## config.mk

```make
export PLATFORM = sky130hd
export DESIGN_NAME = rtc_event_and_reset_outputs
export DESIGN_NICKNAME = d
export VERILOG_FILES = /design/src/hdl/rtc_out_pkg.sv /design/src/hdl/rst_release_timer.sv /design/src/hdl/rtc_event_and_reset_outputs.sv
export SDC_FILE = /design/constraint.sdc
export NUM_CORES = 1
export LEC_CHECK = 0
export ABC_AREA = 1
export BUFFER_PORTS_ARGS = -buffer_cell sky130_fd_sc_hd__buf_2
export CELL_PAD_IN_SITES_DETAIL_PLACEMENT = 1
export CELL_PAD_IN_SITES_GLOBAL_PLACEMENT = 2
export CORE_ASPECT_RATIO = 0.8
export CORE_UTILIZATION = 29
export CTS_CLUSTER_DIAMETER = 80
export CTS_CLUSTER_SIZE = 30
export DETAILED_ROUTE_END_ITERATION = 8
export GPL_TIMING_DRIVEN = 0
export PLACE_DENSITY_LB_ADDON = 0.1
export REMOVE_ABC_BUFFERS = 1
export SLEW_MARGIN = 5
export SYNTH_ARGS = -nofsm -noshare
export SYNTH_HDL_FRONTEND = slang
export SYNTH_HIERARCHICAL = 1
export SYNTH_SLANG_ARGS = --single-unit
```

## constraint.sdc

```tcl
create_clock -name clk_i -period 3.55 [get_ports clk_i]
set_input_delay 0.355 -clock clk_i [delete_from_list [all_inputs] [get_ports clk_i]]
set_output_delay 0.355 -clock clk_i [all_outputs]
set_load 0.01 [all_outputs]
```

## src/hdl/rtc_out_pkg.sv

```systemverilog
// Constants shared by the event and reset output stage
package rtc_out_pkg;
  // Timing
  localparam int CLK_FREQ_HZ      = 10_000_000;
  localparam int RELEASE_TIME_MS  = 60;
  localparam int RELEASE_CYCLES   = RELEASE_TIME_MS * (CLK_FREQ_HZ / 1000);
  // Register byte offsets
  localparam logic [7:0] OFF_CTRL     = 8'h00;
  localparam logic [7:0] OFF_FLAGS    = 8'h04;
  localparam logic [7:0] OFF_IRQ_STAT = 8'h08;
  localparam logic [7:0] OFF_IRQ_MASK = 8'h0C;
  // Control register fields
  localparam int CTRL_INT_EN_LSB = 0;
  localparam int CTRL_SEL_LSB    = 4;
  localparam int CTRL_POL_BIT    = 7;
  localparam int CTRL_KEEP_BIT   = 8;
  // Interrupt enable bit positions
  localparam int EN_TIMER  = 0;
  localparam int EN_UPDATE = 1;
  localparam int EN_ALARM  = 2;
  localparam int EN_EVENT  = 3;
  // Flag select codes
  localparam logic [2:0] SEL_TIMER   = 3'h0;
  localparam logic [2:0] SEL_ALARM   = 3'h1;
  localparam logic [2:0] SEL_UPDATE  = 3'h2;
  localparam logic [2:0] SEL_EVENT   = 3'h3;
  localparam logic [2:0] SEL_TEMP    = 3'h4;
  localparam logic [2:0] SEL_VLOW    = 3'h5;
  // Flags register fields
  localparam int FLG_SAFE_BIT = 8;
  localparam int FLG_INT_BIT  = 9;
  localparam int FLG_LOW_BIT  = 10;
  // Status / mask bits
  localparam int IRQ_DROP    = 0;
  localparam int IRQ_RELEASE = 1;
  localparam int IRQ_INT     = 2;
  // Reset values
  localparam logic [3:0] RST_INT_EN = 4'h0;
  localparam logic [2:0] RST_SEL    = 3'h0;
  localparam logic       RST_POL    = 1'b0;
  localparam logic       RST_KEEP   = 1'b0;
  localparam logic [2:0] RST_IMASK  = 3'h0;
endpackage
```

## src/hdl/rst_release_timer.sv

```systemverilog
// Reset output hold timer: asserted on supply drop, released a fixed delay after recovery
`timescale 1ns/1ps
`default_nettype none
module rst_release_timer #(
  parameter int RELEASE_CYCLES = rtc_out_pkg::RELEASE_CYCLES,
  parameter int CNT_W          = $clog2(RELEASE_CYCLES + 1)
) (
  // Clock and reset
  input  wire logic clk_i,
  input  wire logic rst_i,
  // Synchronised supply-low level
  input  wire logic drop_i,
  // Reset output request
  output var  logic active_o
);
  typedef struct packed {
    logic             active;
    logic [CNT_W-1:0] cnt;
  } tmr_t;

  localparam logic [CNT_W-1:0] LAST = CNT_W'(RELEASE_CYCLES - 1);

  tmr_t s_r;
  tmr_t s_nxt;

  always_comb begin
    s_nxt = s_r;
    if (drop_i) begin
      s_nxt.active = 1'b1;
      s_nxt.cnt    = '0;
    end else if (s_r.active) begin
      if (s_r.cnt == LAST) begin
        s_nxt.active = 1'b0;
        s_nxt.cnt    = '0;
      end else begin
        s_nxt.cnt = s_r.cnt + CNT_W'(1);
      end
    end
  end

  // Power-on starts in the asserted state and times out like a recovery
  always_ff @(posedge clk_i) begin
    if (rst_i) begin
      s_r <= '{active: 1'b1, cnt: '0};
    end else begin
      s_r <= s_nxt;
    end
  end

  assign active_o = s_r.active;
endmodule
`default_nettype wire

```

## src/hdl/rtc_event_and_reset_outputs.sv

```systemverilog
// Interrupt, flag mirror and reset output stage with a Wishbone register slave
//
// Our own choices: the placing of the registers and the Wishbone slave port.
`timescale 1ns/1ps
`default_nettype none
// Contract
// - The interrupt output is asserted while any enabled source among timer, update, alarm and event is active, except in safe mode with keep clear.
// - The interrupt pin is open drain, only ever pulling low and otherwise released.
// - A polarity setting makes the mirrored flag appear true or inverted.
// - Where the reset function exists, a supply drop asserts the open-drain reset output low.
// - After supply recovery the reset output stays asserted 60 ms more and is then released.
// - Where the reset function is absent, the reset position is driven low all the time.
// - Safe mode is the state with the reset output asserted, and event inputs keep working in it.
module rtc_event_and_reset_outputs #(
  parameter bit HAS_RST_OUT    = 1'b1,
  parameter int RELEASE_CYCLES = rtc_out_pkg::RELEASE_CYCLES
) (
  // Clock and reset
  input  wire logic        clk_i,
  input  wire logic        rst_i,
  // Wishbone slave
  input  wire logic        wb_cyc_i,
  input  wire logic        wb_stb_i,
  input  wire logic        wb_we_i,
  input  wire logic [7:0]  wb_adr_i,
  input  wire logic [3:0]  wb_sel_i,
  input  wire logic [31:0] wb_dat_i,
  output var  logic [31:0] wb_dat_o,
  output var  logic        wb_ack_o,
  // Internal flags
  input  wire logic        wakeup_timer_flag_i,
  input  wire logic        alarm_flag_i,
  input  wire logic        time_update_flag_i,
  input  wire logic        event_flag_i,
  input  wire logic        temp_comp_stop_flag_i,
  input  wire logic        voltage_low_flag_i,
  // Supply detector, asynchronous
  input  wire logic        supply_low_i,
  // Interrupt pin, open drain
  output var  logic        int_n_o,
  output var  logic        int_oe_o,
  // Flag mirror pin
  output var  logic        flag_mirror_out_o,
  output var  logic        flag_mirror_oe_o,
  // Reset pin, open drain
  output var  logic        rst_n_o,
  output var  logic        rst_oe_o,
  // Processor interrupt
  output var  logic        irq_o
);
  typedef struct packed {
    logic        sup_m;
    logic        sup_s;
    logic        sup_d;
    logic        act_d;
    logic [3:0]  int_en;
    logic [2:0]  sel;
    logic        pol;
    logic        keep;
    logic [2:0]  ist;
    logic [2:0]  imask;
    logic        ack;
    logic [31:0] dat;
    logic        int_oe;
    logic        mir;
    logic        mir_oe;
    logic        rst_oe;
    logic        irq;
  } out_st_t;

  out_st_t s_r;
  out_st_t s_nxt;

  logic       rel_active;
  logic       safe;
  logic       safe_hiz;
  logic       int_on;
  logic       sel_flag;
  logic [3:0] int_src;
  logic [5:0] flags;

  assign flags   = {voltage_low_flag_i, temp_comp_stop_flag_i, event_flag_i,
                    time_update_flag_i, alarm_flag_i, wakeup_timer_flag_i};
  assign int_src = {event_flag_i, alarm_flag_i, time_update_flag_i, wakeup_timer_flag_i};

  rst_release_timer #(
    .RELEASE_CYCLES (RELEASE_CYCLES)
  ) u_timer (
    .clk_i    (clk_i),
    .rst_i    (rst_i),
    .drop_i   (s_r.sup_s),
    .active_o (rel_active)
  );

  // Event inputs are not gated by safe mode, so time stamps still land
  assign safe     = HAS_RST_OUT && rel_active;
  assign safe_hiz = safe && !s_r.keep;
  assign int_on   = |(int_src & s_r.int_en);

  always_comb begin
    case (s_r.sel)
      rtc_out_pkg::SEL_TIMER:  sel_flag = flags[0];
      rtc_out_pkg::SEL_ALARM:  sel_flag = flags[1];
      rtc_out_pkg::SEL_UPDATE: sel_flag = flags[2];
      rtc_out_pkg::SEL_EVENT:  sel_flag = flags[3];
      rtc_out_pkg::SEL_TEMP:   sel_flag = flags[4];
      rtc_out_pkg::SEL_VLOW:   sel_flag = flags[5];
      default:                 sel_flag = 1'b0;
    endcase
  end

  always_comb begin
    logic       req;
    logic       rd_clr;
    logic [2:0] ev;
    req    = 1'b0;
    rd_clr = 1'b0;
    ev     = 3'h0;
    s_nxt  = s_r;
    // Supply-low level crosses in through two flops
    s_nxt.sup_m = supply_low_i;
    s_nxt.sup_s = s_r.sup_m;
    s_nxt.sup_d = s_r.sup_s;
    s_nxt.act_d = rel_active;
    // Single-wait-state slave: ack follows the request by one edge
    req       = wb_cyc_i && wb_stb_i && !s_r.ack;
    s_nxt.ack = req;
    s_nxt.dat = 32'h0000_0000;
    if (req && wb_we_i) begin
      if (wb_adr_i == rtc_out_pkg::OFF_CTRL) begin
        if (wb_sel_i[0]) begin
          s_nxt.int_en = wb_dat_i[rtc_out_pkg::CTRL_INT_EN_LSB +: 4];
          s_nxt.sel    = wb_dat_i[rtc_out_pkg::CTRL_SEL_LSB +: 3];
          s_nxt.pol    = wb_dat_i[rtc_out_pkg::CTRL_POL_BIT];
        end
        if (wb_sel_i[1]) begin
          s_nxt.keep = wb_dat_i[rtc_out_pkg::CTRL_KEEP_BIT];
        end
      end else if (wb_adr_i == rtc_out_pkg::OFF_IRQ_MASK && wb_sel_i[0]) begin
        s_nxt.imask = wb_dat_i[2:0];
      end
    end else if (req) begin
      if (wb_adr_i == rtc_out_pkg::OFF_CTRL) begin
        s_nxt.dat[rtc_out_pkg::CTRL_INT_EN_LSB +: 4] = s_r.int_en;
        s_nxt.dat[rtc_out_pkg::CTRL_SEL_LSB +: 3]    = s_r.sel;
        s_nxt.dat[rtc_out_pkg::CTRL_POL_BIT]         = s_r.pol;
        s_nxt.dat[rtc_out_pkg::CTRL_KEEP_BIT]        = s_r.keep;
      end else if (wb_adr_i == rtc_out_pkg::OFF_FLAGS) begin
        s_nxt.dat[5:0]                       = flags;
        s_nxt.dat[rtc_out_pkg::FLG_SAFE_BIT] = safe;
        s_nxt.dat[rtc_out_pkg::FLG_INT_BIT]  = s_r.int_oe;
        s_nxt.dat[rtc_out_pkg::FLG_LOW_BIT]  = s_r.sup_s;
      end else if (wb_adr_i == rtc_out_pkg::OFF_IRQ_STAT) begin
        s_nxt.dat[2:0] = s_r.ist;
        rd_clr         = 1'b1;
      end else if (wb_adr_i == rtc_out_pkg::OFF_IRQ_MASK) begin
        s_nxt.dat[2:0] = s_r.imask;
      end
    end
    // Pins
    s_nxt.int_oe = int_on && !safe_hiz;
    s_nxt.mir    = sel_flag ^ s_r.pol;
    s_nxt.mir_oe = !safe_hiz;
    s_nxt.rst_oe = HAS_RST_OUT ? rel_active : 1'b1;
    // Sticky events; a new event beats the clearing read
    ev[rtc_out_pkg::IRQ_DROP]    = s_r.sup_s && !s_r.sup_d;
    ev[rtc_out_pkg::IRQ_RELEASE] = s_r.act_d && !rel_active;
    ev[rtc_out_pkg::IRQ_INT]     = s_nxt.int_oe && !s_r.int_oe;
    s_nxt.ist = (rd_clr ? 3'h0 : s_r.ist) | ev;
    s_nxt.irq = |(s_nxt.ist & s_r.imask);
  end

  always_ff @(posedge clk_i) begin
    if (rst_i) begin
      s_r        <= '0;
      s_r.int_en <= rtc_out_pkg::RST_INT_EN;
      s_r.sel    <= rtc_out_pkg::RST_SEL;
      s_r.pol    <= rtc_out_pkg::RST_POL;
      s_r.keep   <= rtc_out_pkg::RST_KEEP;
      s_r.imask  <= rtc_out_pkg::RST_IMASK;
      s_r.act_d  <= 1'b1;
      s_r.rst_oe <= 1'b1;
    end else begin
      s_r <= s_nxt;
    end
  end

  // Both open-drain pins only ever drive a low level
  assign int_n_o           = 1'b0;
  assign rst_n_o           = 1'b0;
  assign int_oe_o          = s_r.int_oe;
  assign flag_mirror_out_o = s_r.mir;
  assign flag_mirror_oe_o  = s_r.mir_oe;
  assign rst_oe_o          = s_r.rst_oe;
  assign irq_o             = s_r.irq;
  assign wb_ack_o          = s_r.ack;
  assign wb_dat_o          = s_r.dat;

  // Checks
  logic [31:0] rel_chk_r;
  always_ff @(posedge clk_i) begin
    if (rst_i || s_r.sup_s || !rel_active) begin
      rel_chk_r <= 32'h0000_0000;
    end else begin
      rel_chk_r <= rel_chk_r + 32'h0000_0001;
    end
  end
endmodule
`default_nettype wire

```

==> out/metrics.csv <==
metric,value,unit
status,"finished, final reports clean",
cts-root-buf,clkbuf_16,
maxCapViolations,0,
insertion_delay,300,ps
yosysSeqAreaShare,38.5,%
timing.hold.ws,263,ps
drt-total-wl,7.61,mm
clk_pin_slew_worst_paths,70,ps
p_per_area,411,nW/µm²
worstPathMaxFanout,25,
synth-seq-cells,56,
grt.total_usage,15.8,%
total_power,1.35,mW
antenna_left,0,
diodes,0,
setup_viol_count_final,0,
clock_sinks,56,
viasPerCell,4.36,
arrival,2070,ps
rows,32,
hold_viol_final,0,
avgSynthCellArea,7.30,µm²
gp_congestion,0.714,
cts_resized,0,
cp_slowest_stage_delay,930,ps
register_area,1120,µm²
fin_crit,1900,ps
post-dp-hpwl,5.94,mm
start_util,30.0,%
irDropWorstVdd,0.192,mV
fin_nets,491,
p_leak,1.38,nW
area_delta_synth_final,12.8,%
postCtsHoldBufs,0,
multi_input_area,1410,µm²
cts_setup_buffers,0,
max_freq,527,MHz
startpoint_type,register,
grt_pass1_wl,12.7,mm
drc_errors,0,
fill_cells,1244,
netlist_area,2910,µm²
rsz0062_at_grt,no,
synth.distinct_cells,32,
fin_skew,7.86,ps
routed-via-count,2486,
cts_buffer_depth,2,
dr.first_iter.drc_count,123,
drtPass1Iterations,4,
worst_slew_pin_slew,925,ps
cts_tree,done,
grt_pass1_vias,2506,
grt_max_degree,26,
layout-drive-gt1-share,21.4,%
routedWlPerCell,13.4,µm
setup_tns,0,ps
cp.required,3720,ps
slew_violations,0,
path_cells,inv_1 -> nor2_2 -> nand2_1 -> xor2_1 -> nor2_1,
slew_headroom,38.2,%
synthCells,399,
crit_slowest_cell,dfxtp_1,
htreeDepth,2,
antenna_found_initial,0,
die_w,114,µm
end_kind,register,
core_area,9690,µm²
cts_buffers,5,
min_path_type,input pin to register,
die_area,10400,µm²
period_share,53.5,%
setup_ws,1650,ps
gr-total-overflow,0,
pin_count,96,
r2r_slack,1650,ps
portBuffers,47,
critPathKind,register to register,
die_h,91.6,µm
yosys_warnings,6,
place_ws,1600,ps
Yosys cell counts:
master | n | area [µm²]
inv_1 | 34 | 128
o21ai_1 | 8 | 40.0
nor3_1 | 5 | 25.0
nor3_2 | 2 | 20.0
clkbuf_1 | 2 | 7.51
buf_6 | 2 | 22.5
o22ai_2 | 3 | 37.5
o21ai_0 | 9 | 45.0
conb_1 | 1 | 3.75
nand3b_4 | 1 | 20.0
xor2_1 | 6 | 52.6
buf_2 | 3 | 15.0
nand4_1 | 12 | 75.1
xnor2_1 | 3 | 26.3
nand3b_1 | 1 | 7.51
buf_4 | 34 | 255
nor3_4 | 1 | 16.3
inv_2 | 7 | 26.3
nand3_1 | 34 | 170
nor2_4 | 4 | 45.0
nand2_1 | 70 | 263
a31oi_1 | 1 | 6.26
nor2_1 | 56 | 210
a21oi_1 | 20 | 100
nor2_2 | 9 | 56.3
o21a_1 | 1 | 7.51
ha_1 | 1 | 12.5
dfxtp_1 | 56 | 1120
nand2_2 | 7 | 43.8
clkinv_2 | 1 | 5.00
o31ai_1 | 1 | 7.51
nand3_2 | 4 | 40.0
final timing paths:
check,start,end,depth (start not counted)
setup / recovery,u_timer/active_o,u_timer/s_r[12],5
hold / removal,supply_low_i,s_nxt[55],3
setup reg to reg,u_timer/active_o,u_timer/s_r[12],5
hold reg to reg,s_nxt[55],s_nxt[54],2
layout by cell type, fill, tap and decap left out, types with 7 or more instances in the layout:
cell / netlist / layout
nor2_2: 9 / 9
nand2_1: 70 / 70
o21ai_0: 9 / 9
inv_2: 7 / 7
dfxtp_1: 56 / 56
inv_1: 34 / 34
buf_2: 3 / 47
o21ai_1: 8 / 8
nor2_1: 56 / 56
nand4_1: 12 / 12
conb_1: 1 / 23
nand2_2: 7 / 7
nand3_1: 34 / 34
a21oi_1: 20 / 20
layout make-up:
cell class / instances / share of cell area, %
clock inverters: 2 / 1.83
flip-flops and latches: 56 / 34.1
multi-input cells: 282 / 43.0
clock buffers: 5 / 3.81
inverters: 42 / 4.84
repair buffers: 47 / 7.16
well taps: 136 / 5.18
layer usage:
metal	GRT usage, %	routed length [µm]	part of all wire [%]
met5	0	0	0
met4	4.55	96	1.3
met3	3.11	279	3.7
met2	22.8	3070	40
met1	23.5	4170	55
critical path, delay by kind of cell (launching register included):
kind	cells	cell delay (ps)
buffers and inverters	1	320
xor gates and xnor gates	1	140
DFF	1	930
and+or+nand+nor	3	380
power breakdown:
group | switching, mW | internal [mW]
clock network | 0.233 | 0.401
registers | 0.00319 | 0.633
logic | 0.0536 | 0.0248
total | 0.289 | 1.06
flip-flops by register name, summed over array words and instances, names as in the netlist:
signal	flops
irq_o	1
wb_ack_o	1
int_oe_o	1
s_r	16
u_timer/s_r	20
u_timer/active_o	1
wb_dat_o	11
s_nxt	2
flag_mirror_out_o	1
flag_mirror_oe_o	1
rst_oe_o	1
logic make-up (layout without fill, tap and decap cells):
kind of cell | after synthesis | in the layout | share of synthesized area (%)
other | 1 | 23 | 0.129
DFF | 56 | 56 | 38.5
adders and majority gates | 1 | 1 | 0.430
xor gates and xnor gates | 9 | 9 | 2.71
buffers and inverters | 83 | 96 | 15.8
AOI/OAI and AO/OA | 43 | 43 | 8.38
and+or+nand+nor | 206 | 206 | 34.1
per-stage QoR:
stage          cells  area [µm²]  util (%)
6_report         570        3280      33.9
5_1_grt          570        3280      33.9
4_1_cts          570        3280      33.9
3_5_place_dp     563        3100      32.0
3_3_place_gp     563        3100      32.0
2_1_floorplan    380        2690         -
(Power assumes the default switching activity.)
